## src/include/dtc_pkg.sv

```systemverilog
// shared constants for the dual timer/counter block
package dtc_pkg;
    localparam logic [7:0] ADDR_CTRL  = 8'h88;
    localparam logic [7:0] ADDR_MODE  = 8'h89;
    localparam logic [7:0] ADDR_T0LO  = 8'h8A;
    localparam logic [7:0] ADDR_T1LO  = 8'h8B;
    localparam logic [7:0] ADDR_T0HI  = 8'h8C;
    localparam logic [7:0] ADDR_T1HI  = 8'h8D;
    localparam logic [7:0] ADDR_AUX   = 8'h8E;
    localparam logic [7:0] ADDR_WAKE  = 8'h8F;
    localparam logic [7:0] REG_RESET  = 8'h00;
    // control register bits
    localparam int CTRL_TF1 = 7;
    localparam int CTRL_TR1 = 6;
    localparam int CTRL_TF0 = 5;
    localparam int CTRL_TR0 = 4;
    localparam int CTRL_IE1 = 3;
    localparam int CTRL_IT1 = 2;
    localparam int CTRL_IE0 = 1;
    localparam int CTRL_IT0 = 0;
    // mode group fields, offset within each 4-bit group
    localparam int MODE_GRP_W = 4;
    localparam int MODE_QUAL  = 3;
    localparam int MODE_FUNC  = 2;
    localparam int MODE_HI    = 1;
    localparam int MODE_LO    = 0;
    // auxiliary register fast clock selects
    localparam int AUX_T0_FAST = 7;
    localparam int AUX_T1_FAST = 6;
    // operating modes
    localparam logic [1:0] MODE_13BIT  = 2'h0;
    localparam logic [1:0] MODE_16BIT  = 2'h1;
    localparam logic [1:0] MODE_RELOAD = 2'h2;
    localparam logic [1:0] MODE_SPLIT  = 2'h3;
    localparam int PRESCALE_DIV = 12;
    localparam logic [3:0] PRESCALE_LAST = 4'hB;
    localparam logic [7:0] LOW5_MASK = 8'h1F;
    typedef enum logic [1:0] {ACC_IDLE, ACC_WRITE} dtc_acc_t;
endpackage

```

## src/logic/dtc_edge_sync.sv

```systemverilog
// two-stage synchroniser with falling edge detect for one pin
`timescale 1ns/1ps
module dtc_edge_sync
    import dtc_pkg::*;
(
    // clock and reset
    input  wire logic clk,
    input  wire logic rst_n,
    // pin in
    input  wire logic pin,
    // synchronised level and edge
    output logic      level,
    output logic      fall
);
    logic meta_reg;
    logic sync_reg;
    logic prev_reg;

    always_ff @(posedge clk or negedge rst_n) begin
        if (!rst_n) begin
            meta_reg <= 1'b1;
            sync_reg <= 1'b1;
            prev_reg <= 1'b1;
        end else begin
            meta_reg <= pin;
            sync_reg <= meta_reg;
            prev_reg <= sync_reg;
        end
    end

    assign level = sync_reg;
    // high sample then low sample
    assign fall  = prev_reg & ~sync_reg;
endmodule

```

## src/logic/dtc_timer.sv

```systemverilog
// two timer/counters with shared control and mode registers and separate count registers
`timescale 1ns/1ps
module dtc_timer
    import dtc_pkg::*;
(
    // clock and reset
    input  wire logic       CLK_SYS,
    input  wire logic       RESET_N,
    // register port
    input  wire logic [7:0] ADDR,
    input  wire logic [7:0] WDATA,
    input  wire logic       WR,
    input  wire logic       RD,
    output logic      [7:0] RDATA,
    // interrupt acknowledge pulses from the processor
    input  wire logic       T0_ACK,
    input  wire logic       T1_ACK,
    input  wire logic       IRQ0_ACK,
    input  wire logic       IRQ1_ACK,
    // pins
    input  wire logic       T0_COUNT_PIN,
    input  wire logic       T1_COUNT_PIN,
    input  wire logic       EXT_IRQ0_PIN,
    input  wire logic       EXT_IRQ1_PIN,
    // flags out
    output logic            T0_OVERFLOW_FLAG,
    output logic            T1_OVERFLOW_FLAG,
    output logic            EXT_IRQ0_FLAG,
    output logic            EXT_IRQ1_FLAG
);
    logic       rst_meta_reg;
    logic       rst_sync_reg;
    logic [7:0] ctrl_reg;
    logic [7:0] mode_reg;
    logic [7:0] t0lo_reg;
    logic [7:0] t0hi_reg;
    logic [7:0] t1lo_reg;
    logic [7:0] t1hi_reg;
    logic [7:0] aux_reg;
    logic [7:0] wake_reg;
    logic [3:0] pre_reg [2];
    logic [7:0] rdata_reg;
    logic [7:0] ctrl_next;
    logic [7:0] t0lo_next;
    logic [7:0] t0hi_next;
    logic [7:0] t1lo_next;
    logic [7:0] t1hi_next;
    logic [3:0] pin_fall;
    logic [1:0] pre_tick;
    logic [1:0] tick;
    logic [1:0] enable;
    logic [1:0] mode0;
    logic [1:0] mode1;
    logic [3:0] pin_lvl;
    logic [3:0] pin_in;
    logic [1:0] fast;
    logic [1:0] run;
    logic [1:0] gate_pin;
    logic       inc0;
    logic       inc0_hi;
    logic       inc1;
    logic       ovf0;
    logic       ovf1;
    logic       we_ctrl;
    logic       we_mode;
    logic       we_t0lo;
    logic       we_t0hi;
    logic       we_t1lo;
    logic       we_t1hi;
    logic       we_aux;
    logic       we_wake;
    logic       irq0_set;
    logic       irq1_set;
    logic [8:0] t0lo_sum;
    logic [8:0] t0hi_sum;
    logic [8:0] t1lo_sum;
    logic [8:0] t1hi_sum;
    logic [5:0] t0lo5_sum;
    logic [5:0] t1lo5_sum;
    logic       t0_roll;
    logic       t1_roll;
    logic       t0_carry;
    logic       t1_carry;

    // reset release through two flops
    always_ff @(posedge CLK_SYS or negedge RESET_N) begin
        if (!RESET_N) begin
            rst_meta_reg <= 1'b0;
            rst_sync_reg <= 1'b0;
        end else begin
            rst_meta_reg <= 1'b1;
            rst_sync_reg <= rst_meta_reg;
        end
    end

    // pin synchronisers, count pins then interrupt pins
    assign pin_in = {EXT_IRQ1_PIN, EXT_IRQ0_PIN, T1_COUNT_PIN, T0_COUNT_PIN};
    genvar gi;
    generate
        for (gi = 0; gi < 4; gi++) begin : g_sync
            dtc_edge_sync u_sync (
                .clk   (CLK_SYS),
                .rst_n (rst_sync_reg),
                .pin   (pin_in[gi]),
                .level (pin_lvl[gi]),
                .fall  (pin_fall[gi])
            );
        end
    endgenerate

    // address decode
    assign we_ctrl = WR && (ADDR == ADDR_CTRL);
    assign we_mode = WR && (ADDR == ADDR_MODE);
    assign we_t0lo = WR && (ADDR == ADDR_T0LO);
    assign we_t1lo = WR && (ADDR == ADDR_T1LO);
    assign we_t0hi = WR && (ADDR == ADDR_T0HI);
    assign we_t1hi = WR && (ADDR == ADDR_T1HI);
    assign we_aux  = WR && (ADDR == ADDR_AUX);
    assign we_wake = WR && (ADDR == ADDR_WAKE);

    // per-timer controls
    assign mode0    = mode_reg[MODE_HI:MODE_LO];
    assign mode1    = mode_reg[MODE_GRP_W + MODE_HI:MODE_GRP_W + MODE_LO];
    assign fast     = {aux_reg[AUX_T1_FAST], aux_reg[AUX_T0_FAST]};
    assign run      = {ctrl_reg[CTRL_TR1], ctrl_reg[CTRL_TR0]};
    assign gate_pin = pin_lvl[3:2];

    // prescaler and tick source per timer
    generate
        for (gi = 0; gi < 2; gi++) begin : g_tick
            // divide by 12 unless fast select set
            assign pre_tick[gi] = fast[gi] || (pre_reg[gi] == PRESCALE_LAST);
            // function select: pin falls or prescaler
            assign tick[gi]     = mode_reg[gi * MODE_GRP_W + MODE_FUNC] ? pin_fall[gi] : pre_tick[gi];
            // run bit and gate qualification
            assign enable[gi]   = run[gi] && (!mode_reg[gi * MODE_GRP_W + MODE_QUAL] || gate_pin[gi]);
            always_ff @(posedge CLK_SYS or negedge rst_sync_reg) begin
                if (!rst_sync_reg) begin
                    pre_reg[gi] <= 4'h0;
                end else begin
                    pre_reg[gi] <= (pre_reg[gi] == PRESCALE_LAST) ? 4'h0 : pre_reg[gi] + 4'h1;
                end
            end
        end
    endgenerate

    // increments
    assign inc0    = tick[0] && enable[0];
    assign inc0_hi = pre_tick[1] && run[1];
    assign inc1    = tick[1] && enable[1] && (mode1 != MODE_SPLIT);

    assign t0lo_sum  = {1'b0, t0lo_reg} + 9'h001;
    assign t0hi_sum  = {1'b0, t0hi_reg} + 9'h001;
    assign t1lo_sum  = {1'b0, t1lo_reg} + 9'h001;
    assign t1hi_sum  = {1'b0, t1hi_reg} + 9'h001;
    assign t0lo5_sum = {1'b0, t0lo_reg[4:0]} + 6'h01;
    assign t1lo5_sum = {1'b0, t1lo_reg[4:0]} + 6'h01;
    assign t0_carry  = (mode0 == MODE_13BIT) ? t0lo5_sum[5] : t0lo_sum[8];
    assign t1_carry  = (mode1 == MODE_13BIT) ? t1lo5_sum[5] : t1lo_sum[8];

    // timer zero next count, software writes win
    always_comb begin
        t0lo_next = t0lo_reg;
        t0hi_next = t0hi_reg;
        t0_roll   = 1'b0;
        if (inc0) begin
            case (mode0)
                MODE_13BIT: begin
                    t0lo_next = (t0lo_reg & ~LOW5_MASK) | {3'h0, t0lo5_sum[4:0]};
                    if (t0_carry) begin
                        t0hi_next = t0hi_sum[7:0];
                        t0_roll   = t0hi_sum[8];
                    end
                end
                MODE_16BIT: begin
                    t0lo_next = t0lo_sum[7:0];
                    if (t0_carry) begin
                        t0hi_next = t0hi_sum[7:0];
                        t0_roll   = t0hi_sum[8];
                    end
                end
                MODE_RELOAD: begin
                    t0lo_next = t0_carry ? t0hi_reg : t0lo_sum[7:0];
                    t0_roll   = t0_carry;
                end
                default: begin
                    t0lo_next = t0lo_sum[7:0];
                    t0_roll   = t0_carry;
                end
            endcase
        end
        if (mode0 == MODE_SPLIT && inc0_hi) begin
            t0hi_next = t0hi_sum[7:0];
        end
        if (we_t0lo) begin
            t0lo_next = WDATA;
        end
        if (we_t0hi) begin
            t0hi_next = WDATA;
        end
    end

    // timer one next count
    always_comb begin
        t1lo_next = t1lo_reg;
        t1hi_next = t1hi_reg;
        t1_roll   = 1'b0;
        if (inc1) begin
            case (mode1)
                MODE_13BIT: begin
                    t1lo_next = (t1lo_reg & ~LOW5_MASK) | {3'h0, t1lo5_sum[4:0]};
                    if (t1_carry) begin
                        t1hi_next = t1hi_sum[7:0];
                        t1_roll   = t1hi_sum[8];
                    end
                end
                MODE_16BIT: begin
                    t1lo_next = t1lo_sum[7:0];
                    if (t1_carry) begin
                        t1hi_next = t1hi_sum[7:0];
                        t1_roll   = t1hi_sum[8];
                    end
                end
                MODE_RELOAD: begin
                    t1lo_next = t1_carry ? t1hi_reg : t1lo_sum[7:0];
                    t1_roll   = t1_carry;
                end
                default: begin
                    t1lo_next = t1lo_reg;
                end
            endcase
        end
        if (we_t1lo) begin
            t1lo_next = WDATA;
        end
        if (we_t1hi) begin
            t1hi_next = WDATA;
        end
    end

    // overflow sources; split mode high byte drives timer one flag
    assign ovf0     = t0_roll;
    assign ovf1     = t1_roll || (mode0 == MODE_SPLIT && inc0_hi && t0hi_sum[8]);
    // level or falling edge trigger
    assign irq0_set = ctrl_reg[CTRL_IT0] ? pin_fall[2] : !pin_lvl[2];
    assign irq1_set = ctrl_reg[CTRL_IT1] ? pin_fall[3] : !pin_lvl[3];

    // control register next, set beats clear
    always_comb begin
        ctrl_next           = we_ctrl ? WDATA : ctrl_reg;
        ctrl_next[CTRL_TF0] = (ctrl_next[CTRL_TF0] && !T0_ACK) || ovf0;
        ctrl_next[CTRL_TF1] = (ctrl_next[CTRL_TF1] && !T1_ACK) || ovf1;
        ctrl_next[CTRL_IE0] = (ctrl_next[CTRL_IE0] && !IRQ0_ACK) || irq0_set;
        ctrl_next[CTRL_IE1] = (ctrl_next[CTRL_IE1] && !IRQ1_ACK) || irq1_set;
    end

    // register file, all zero at reset
    always_ff @(posedge CLK_SYS or negedge rst_sync_reg) begin
        if (!rst_sync_reg) begin
            ctrl_reg <= REG_RESET;
            mode_reg <= REG_RESET;
            t0lo_reg <= REG_RESET;
            t0hi_reg <= REG_RESET;
            t1lo_reg <= REG_RESET;
            t1hi_reg <= REG_RESET;
            aux_reg  <= REG_RESET;
            wake_reg <= REG_RESET;
        end else begin
            ctrl_reg <= ctrl_next;
            mode_reg <= we_mode ? WDATA : mode_reg;
            t0lo_reg <= t0lo_next;
            t0hi_reg <= t0hi_next;
            t1lo_reg <= t1lo_next;
            t1hi_reg <= t1hi_next;
            aux_reg  <= we_aux ? WDATA : aux_reg;
            wake_reg <= we_wake ? WDATA : wake_reg;
        end
    end

    // registered read data
    always_ff @(posedge CLK_SYS or negedge rst_sync_reg) begin
        if (!rst_sync_reg) begin
            rdata_reg <= REG_RESET;
        end else if (RD) begin
            case (ADDR)
                ADDR_CTRL: rdata_reg <= ctrl_reg;
                ADDR_MODE: rdata_reg <= mode_reg;
                ADDR_T0LO: rdata_reg <= t0lo_reg;
                ADDR_T1LO: rdata_reg <= t1lo_reg;
                ADDR_T0HI: rdata_reg <= t0hi_reg;
                ADDR_T1HI: rdata_reg <= t1hi_reg;
                ADDR_AUX:  rdata_reg <= aux_reg;
                ADDR_WAKE: rdata_reg <= wake_reg;
                default:   rdata_reg <= REG_RESET;
            endcase
        end
    end

    assign RDATA            = rdata_reg;
    assign T0_OVERFLOW_FLAG = ctrl_reg[CTRL_TF0];
    assign T1_OVERFLOW_FLAG = ctrl_reg[CTRL_TF1];
    assign EXT_IRQ0_FLAG    = ctrl_reg[CTRL_IE0];
    assign EXT_IRQ1_FLAG    = ctrl_reg[CTRL_IE1];
endmodule

```

## config.mk

```make
export PLATFORM = sky130hd
export DESIGN_NAME = dtc_timer
export DESIGN_NICKNAME = d
export VERILOG_FILES = /design/src/include/dtc_pkg.sv /design/src/logic/dtc_edge_sync.sv /design/src/logic/dtc_timer.sv
export SDC_FILE = /design/constraint.sdc
export NUM_CORES = 1
export LEC_CHECK = 0
export ABC_AREA = 0
export BUFFER_PORTS_ARGS = -buffer_cell sky130_fd_sc_hd__buf_2
export CORE_MARGIN = 2
export CORE_UTILIZATION = 55
export DETAILED_ROUTE_END_ITERATION = 10
export PLACE_DENSITY_LB_ADDON = 0.3
export SETUP_SLACK_MARGIN = 0.05
export SLEW_MARGIN = 20
export SYNTH_ARGS = -nofsm -noshare
export SYNTH_HDL_FRONTEND = slang
export SYNTH_SLANG_ARGS = --single-unit
export TNS_END_PERCENT = 5
```

## constraint.sdc

```tcl
create_clock -name CLK_SYS -period 2.7 [get_ports CLK_SYS]
set_input_delay 0.135 -clock CLK_SYS [delete_from_list [all_inputs] [get_ports CLK_SYS]]
set_output_delay 0.135 -clock CLK_SYS [all_outputs]
set_load 0.05 [all_outputs]
```

==> qor.yml <==
portBuffers: 39
vias: 4400
fin_util: 0.636
endpoint_kind: "flop"
ant_nets: 0
critPathBufInv: 1
drive_gt1_frac: 0.230
critPathSlowestCell: "dfrtp_1"
power.switching_mw: 1.14
drc: 0
ir_drop_mv: 0.374
fmax_ghz: 0.422
root_buffer: "clkbuf_8"
synth_top_family_by_area: "simple AND/OR/NAND/NOR gates"
p_comb_frac: 0.196
synth-simple-area-share: 0.163
critical_path.top_delay_family: "compound AO/OA/AOI/OAI gates"
clkPwrFrac: 0.283
skew_ns: 0.0160
fin_crit_sh: 0.877
path_class: "reg2reg"
synth-main-ff-cell: "dfrtp_1"
crit_required_ns: 2.94
antenna_found_initial: 0
crit_chain: "inv_1 -> ha_1 -> and4b_1 -> a22o_1 -> nand2_2 -> mux2_2 -> a221oi_1 -> o21ai_0"
reg2reg_depth: 8
maxCapViolations: 0
layout_common_cells: "dfrtp_1, nand2_1, buf_2"
via_per_inst: 6.27
path_clk_slew_ns: 0.11
muxShareOfSynthArea: 0.143
num_antenna_cells: 0
syn_nets: 567
setup_viol: 0
routedWlPerCell_um: 20.2
cts_buffer_depth: 2
grt_pass1_wl_um: 22600
min_path_type: "in2async"
grt_usage: 0.287
critPathLaunchType: "flop"
switching_share: 0.342
place_inst: 677
num_io_pins: 40
powerDensity_mw_per_mm2: 564
grt_setup_unrepaired: "false"
cp.arrival_ns: 2.61
worstMarginPinSlew_ns: 0.696
path_max_fanout: 9
synth_cell_types: 67
regToRegEndpoint: "t1lo_reg[6]"
cts_htree_levels: 3
die-area_sq_mm: 0.0105
outcome: "complete, no violations"
worst_path_largest_cell_delay_ns: 0.44
die_h_um: 102
mostFrequentLayoutCell: "dfrtp_1"
async_flop_share: 1.00
finalHoldViolations: 0
fp.dieW_um: 102
fin_setup_tns_ns: 0
r2r_setup_slack_ns: 0.33
synth-xor-area-share: 0.0396
synth_fa_ha_area_frac: 0.0236
layout.nets: 606
netlist_instances: 529
clock_latency_ns: 0.38
p_leak_nw: 2.58
area_delta_synth_final_pct: 11.2
grt_max_degree: 52
synth.avg_cell_area_sq_um: 10.0
wl_um: 14200
coreArea_sq_mm: 0.00928
synth_edf_count: 0
dr.pass1.iters: 6
synth-seq-cells: 94
initialDrtViolationCount: 357
synth_compound_area_frac: 0.147
hpwlAfterDp_um: 10000
cts_made_buffers: 9
netlist_area_sq_mm: 0.00531
row_count: 35
start_util: 0.572
slew_violations: 0
fin_cells: 702
synth_seq_area_share: 0.446
cts_tree: "yes"
seq_power_share: 0.522
grt_pass1_vias: 4298
ys_warn_count: 0
max-slew-margin-rel: 0.532
gr-total-overflow: 0
gp_congestion: 0.952
r2r-start: "mode_reg[4]"
cts_setup_buffers: 0
cts_num_sinks: 94
p_int_mw: 2.19
min_period_ns: 2.37
## what timing repair did
item	4_1_cts	5_1_grt
endpoints found under the hold margin	10	0
endpoints found under the setup margin	0	1
hold buffers	9	0
resized for setup	0	1
## Yosys cell counts (3+ instances only)
cell	count	area [sq um]
xnor2_1	21	184
mux4_2	5	113
nor3_1	7	35.0
clkbuf_1	15	56.3
o211ai_1	3	22.5
and3_1	4	25.0
and3b_1	3	26.3
nand4_1	4	25.0
nor2_1	35	131
ha_1	10	125
nand3_1	17	85.1
nand2_1	59	221
xor2_1	3	26.3
a21oi_1	21	105
buf_2	8	40.0
nand2b_1	8	50.1
nor2b_1	5	31.3
a211oi_1	6	45.0
nor3_2	4	40.0
a22o_1	3	26.3
mux2_2	37	417
o22ai_1	12	75.1
inv_1	22	82.6
mux2i_1	23	230
o21ai_0	37	185
o21ai_1	4	20.0
a221oi_1	8	70.1
dfrtp_1	82	2050
dfstp_2	12	315
## power by group through the flow
| stage | clock network [mW] | registers [mW] | logic (mW) |
|---|---|---|---|
| floorplan | 0 | 1.67 | 0.494 |
| global placement | 0 | 1.74 | 0.605 |
| detailed placement | 0 | 1.75 | 0.630 |
| CTS | 0.955 | 1.73 | 0.645 |
| global route | 1.00 | 1.75 | 0.719 |
| finish | 0.940 | 1.74 | 0.652 |
## layout make-up
cell class / count / area [sq um]
inverters: 22 / 82.6
fillers: 791 / 3380
clock inverters: 7 / 75.1
clock buffers: 9 / 124
flip-flops and latches: 94 / 2370
repair buffers: 54 / 343
multi-input cells: 387 / 2750
well taps: 129 / 161
## worst max-delay path by stage
stage,from,end,cells after the start
final,mode_reg[4],t1lo_reg[6],8
after global routing,mode_reg[4],t1lo_reg[7],8
after CTS,mode_reg[4],t1hi_reg[5],8
after detailed placement,mode_reg[4],t1hi_reg[5],8
after global placement,mode_reg[4],t1hi_reg[5],7
after floorplan,mode_reg[4],t1hi_reg[5],8
## stage by stage
stage	setup WS [ns]	area, sq um	hold WS, ns	power, mW
floorplan	0.505	5310	-0.161	2.17
global placement	0.333	5610	-0.0796	2.35
detailed placement	0.254	5610	-0.0790	2.38
CTS	0.222	5900	0.0377	3.33
global route	0.154	5900	0.0665	3.47
finish	0.331	5900	0.0468	3.33
## logic make-up after synthesis
logic type / Yosys count
AO/OA/AOI/OAI: 121
multiplexers: 65
XOR/XNOR: 24
adder cells (fa/ha/maj): 10
AND/OR/NAND/NOR: 166
flip-flops: 94
buffers and inverters: 48
other: 1
## routing by layer
layer / vias up / GRT usage / wire (um)
met1: 2140 / 0.396 / 5990
met2: 228 / 0.442 / 6630
met4: 0 / 0.143 / 530
met3: 44 / 0.0486 / 1020
li1: 1988 / - / -
met5: - / 0 / 0
(Power assumes the default switching activity.)
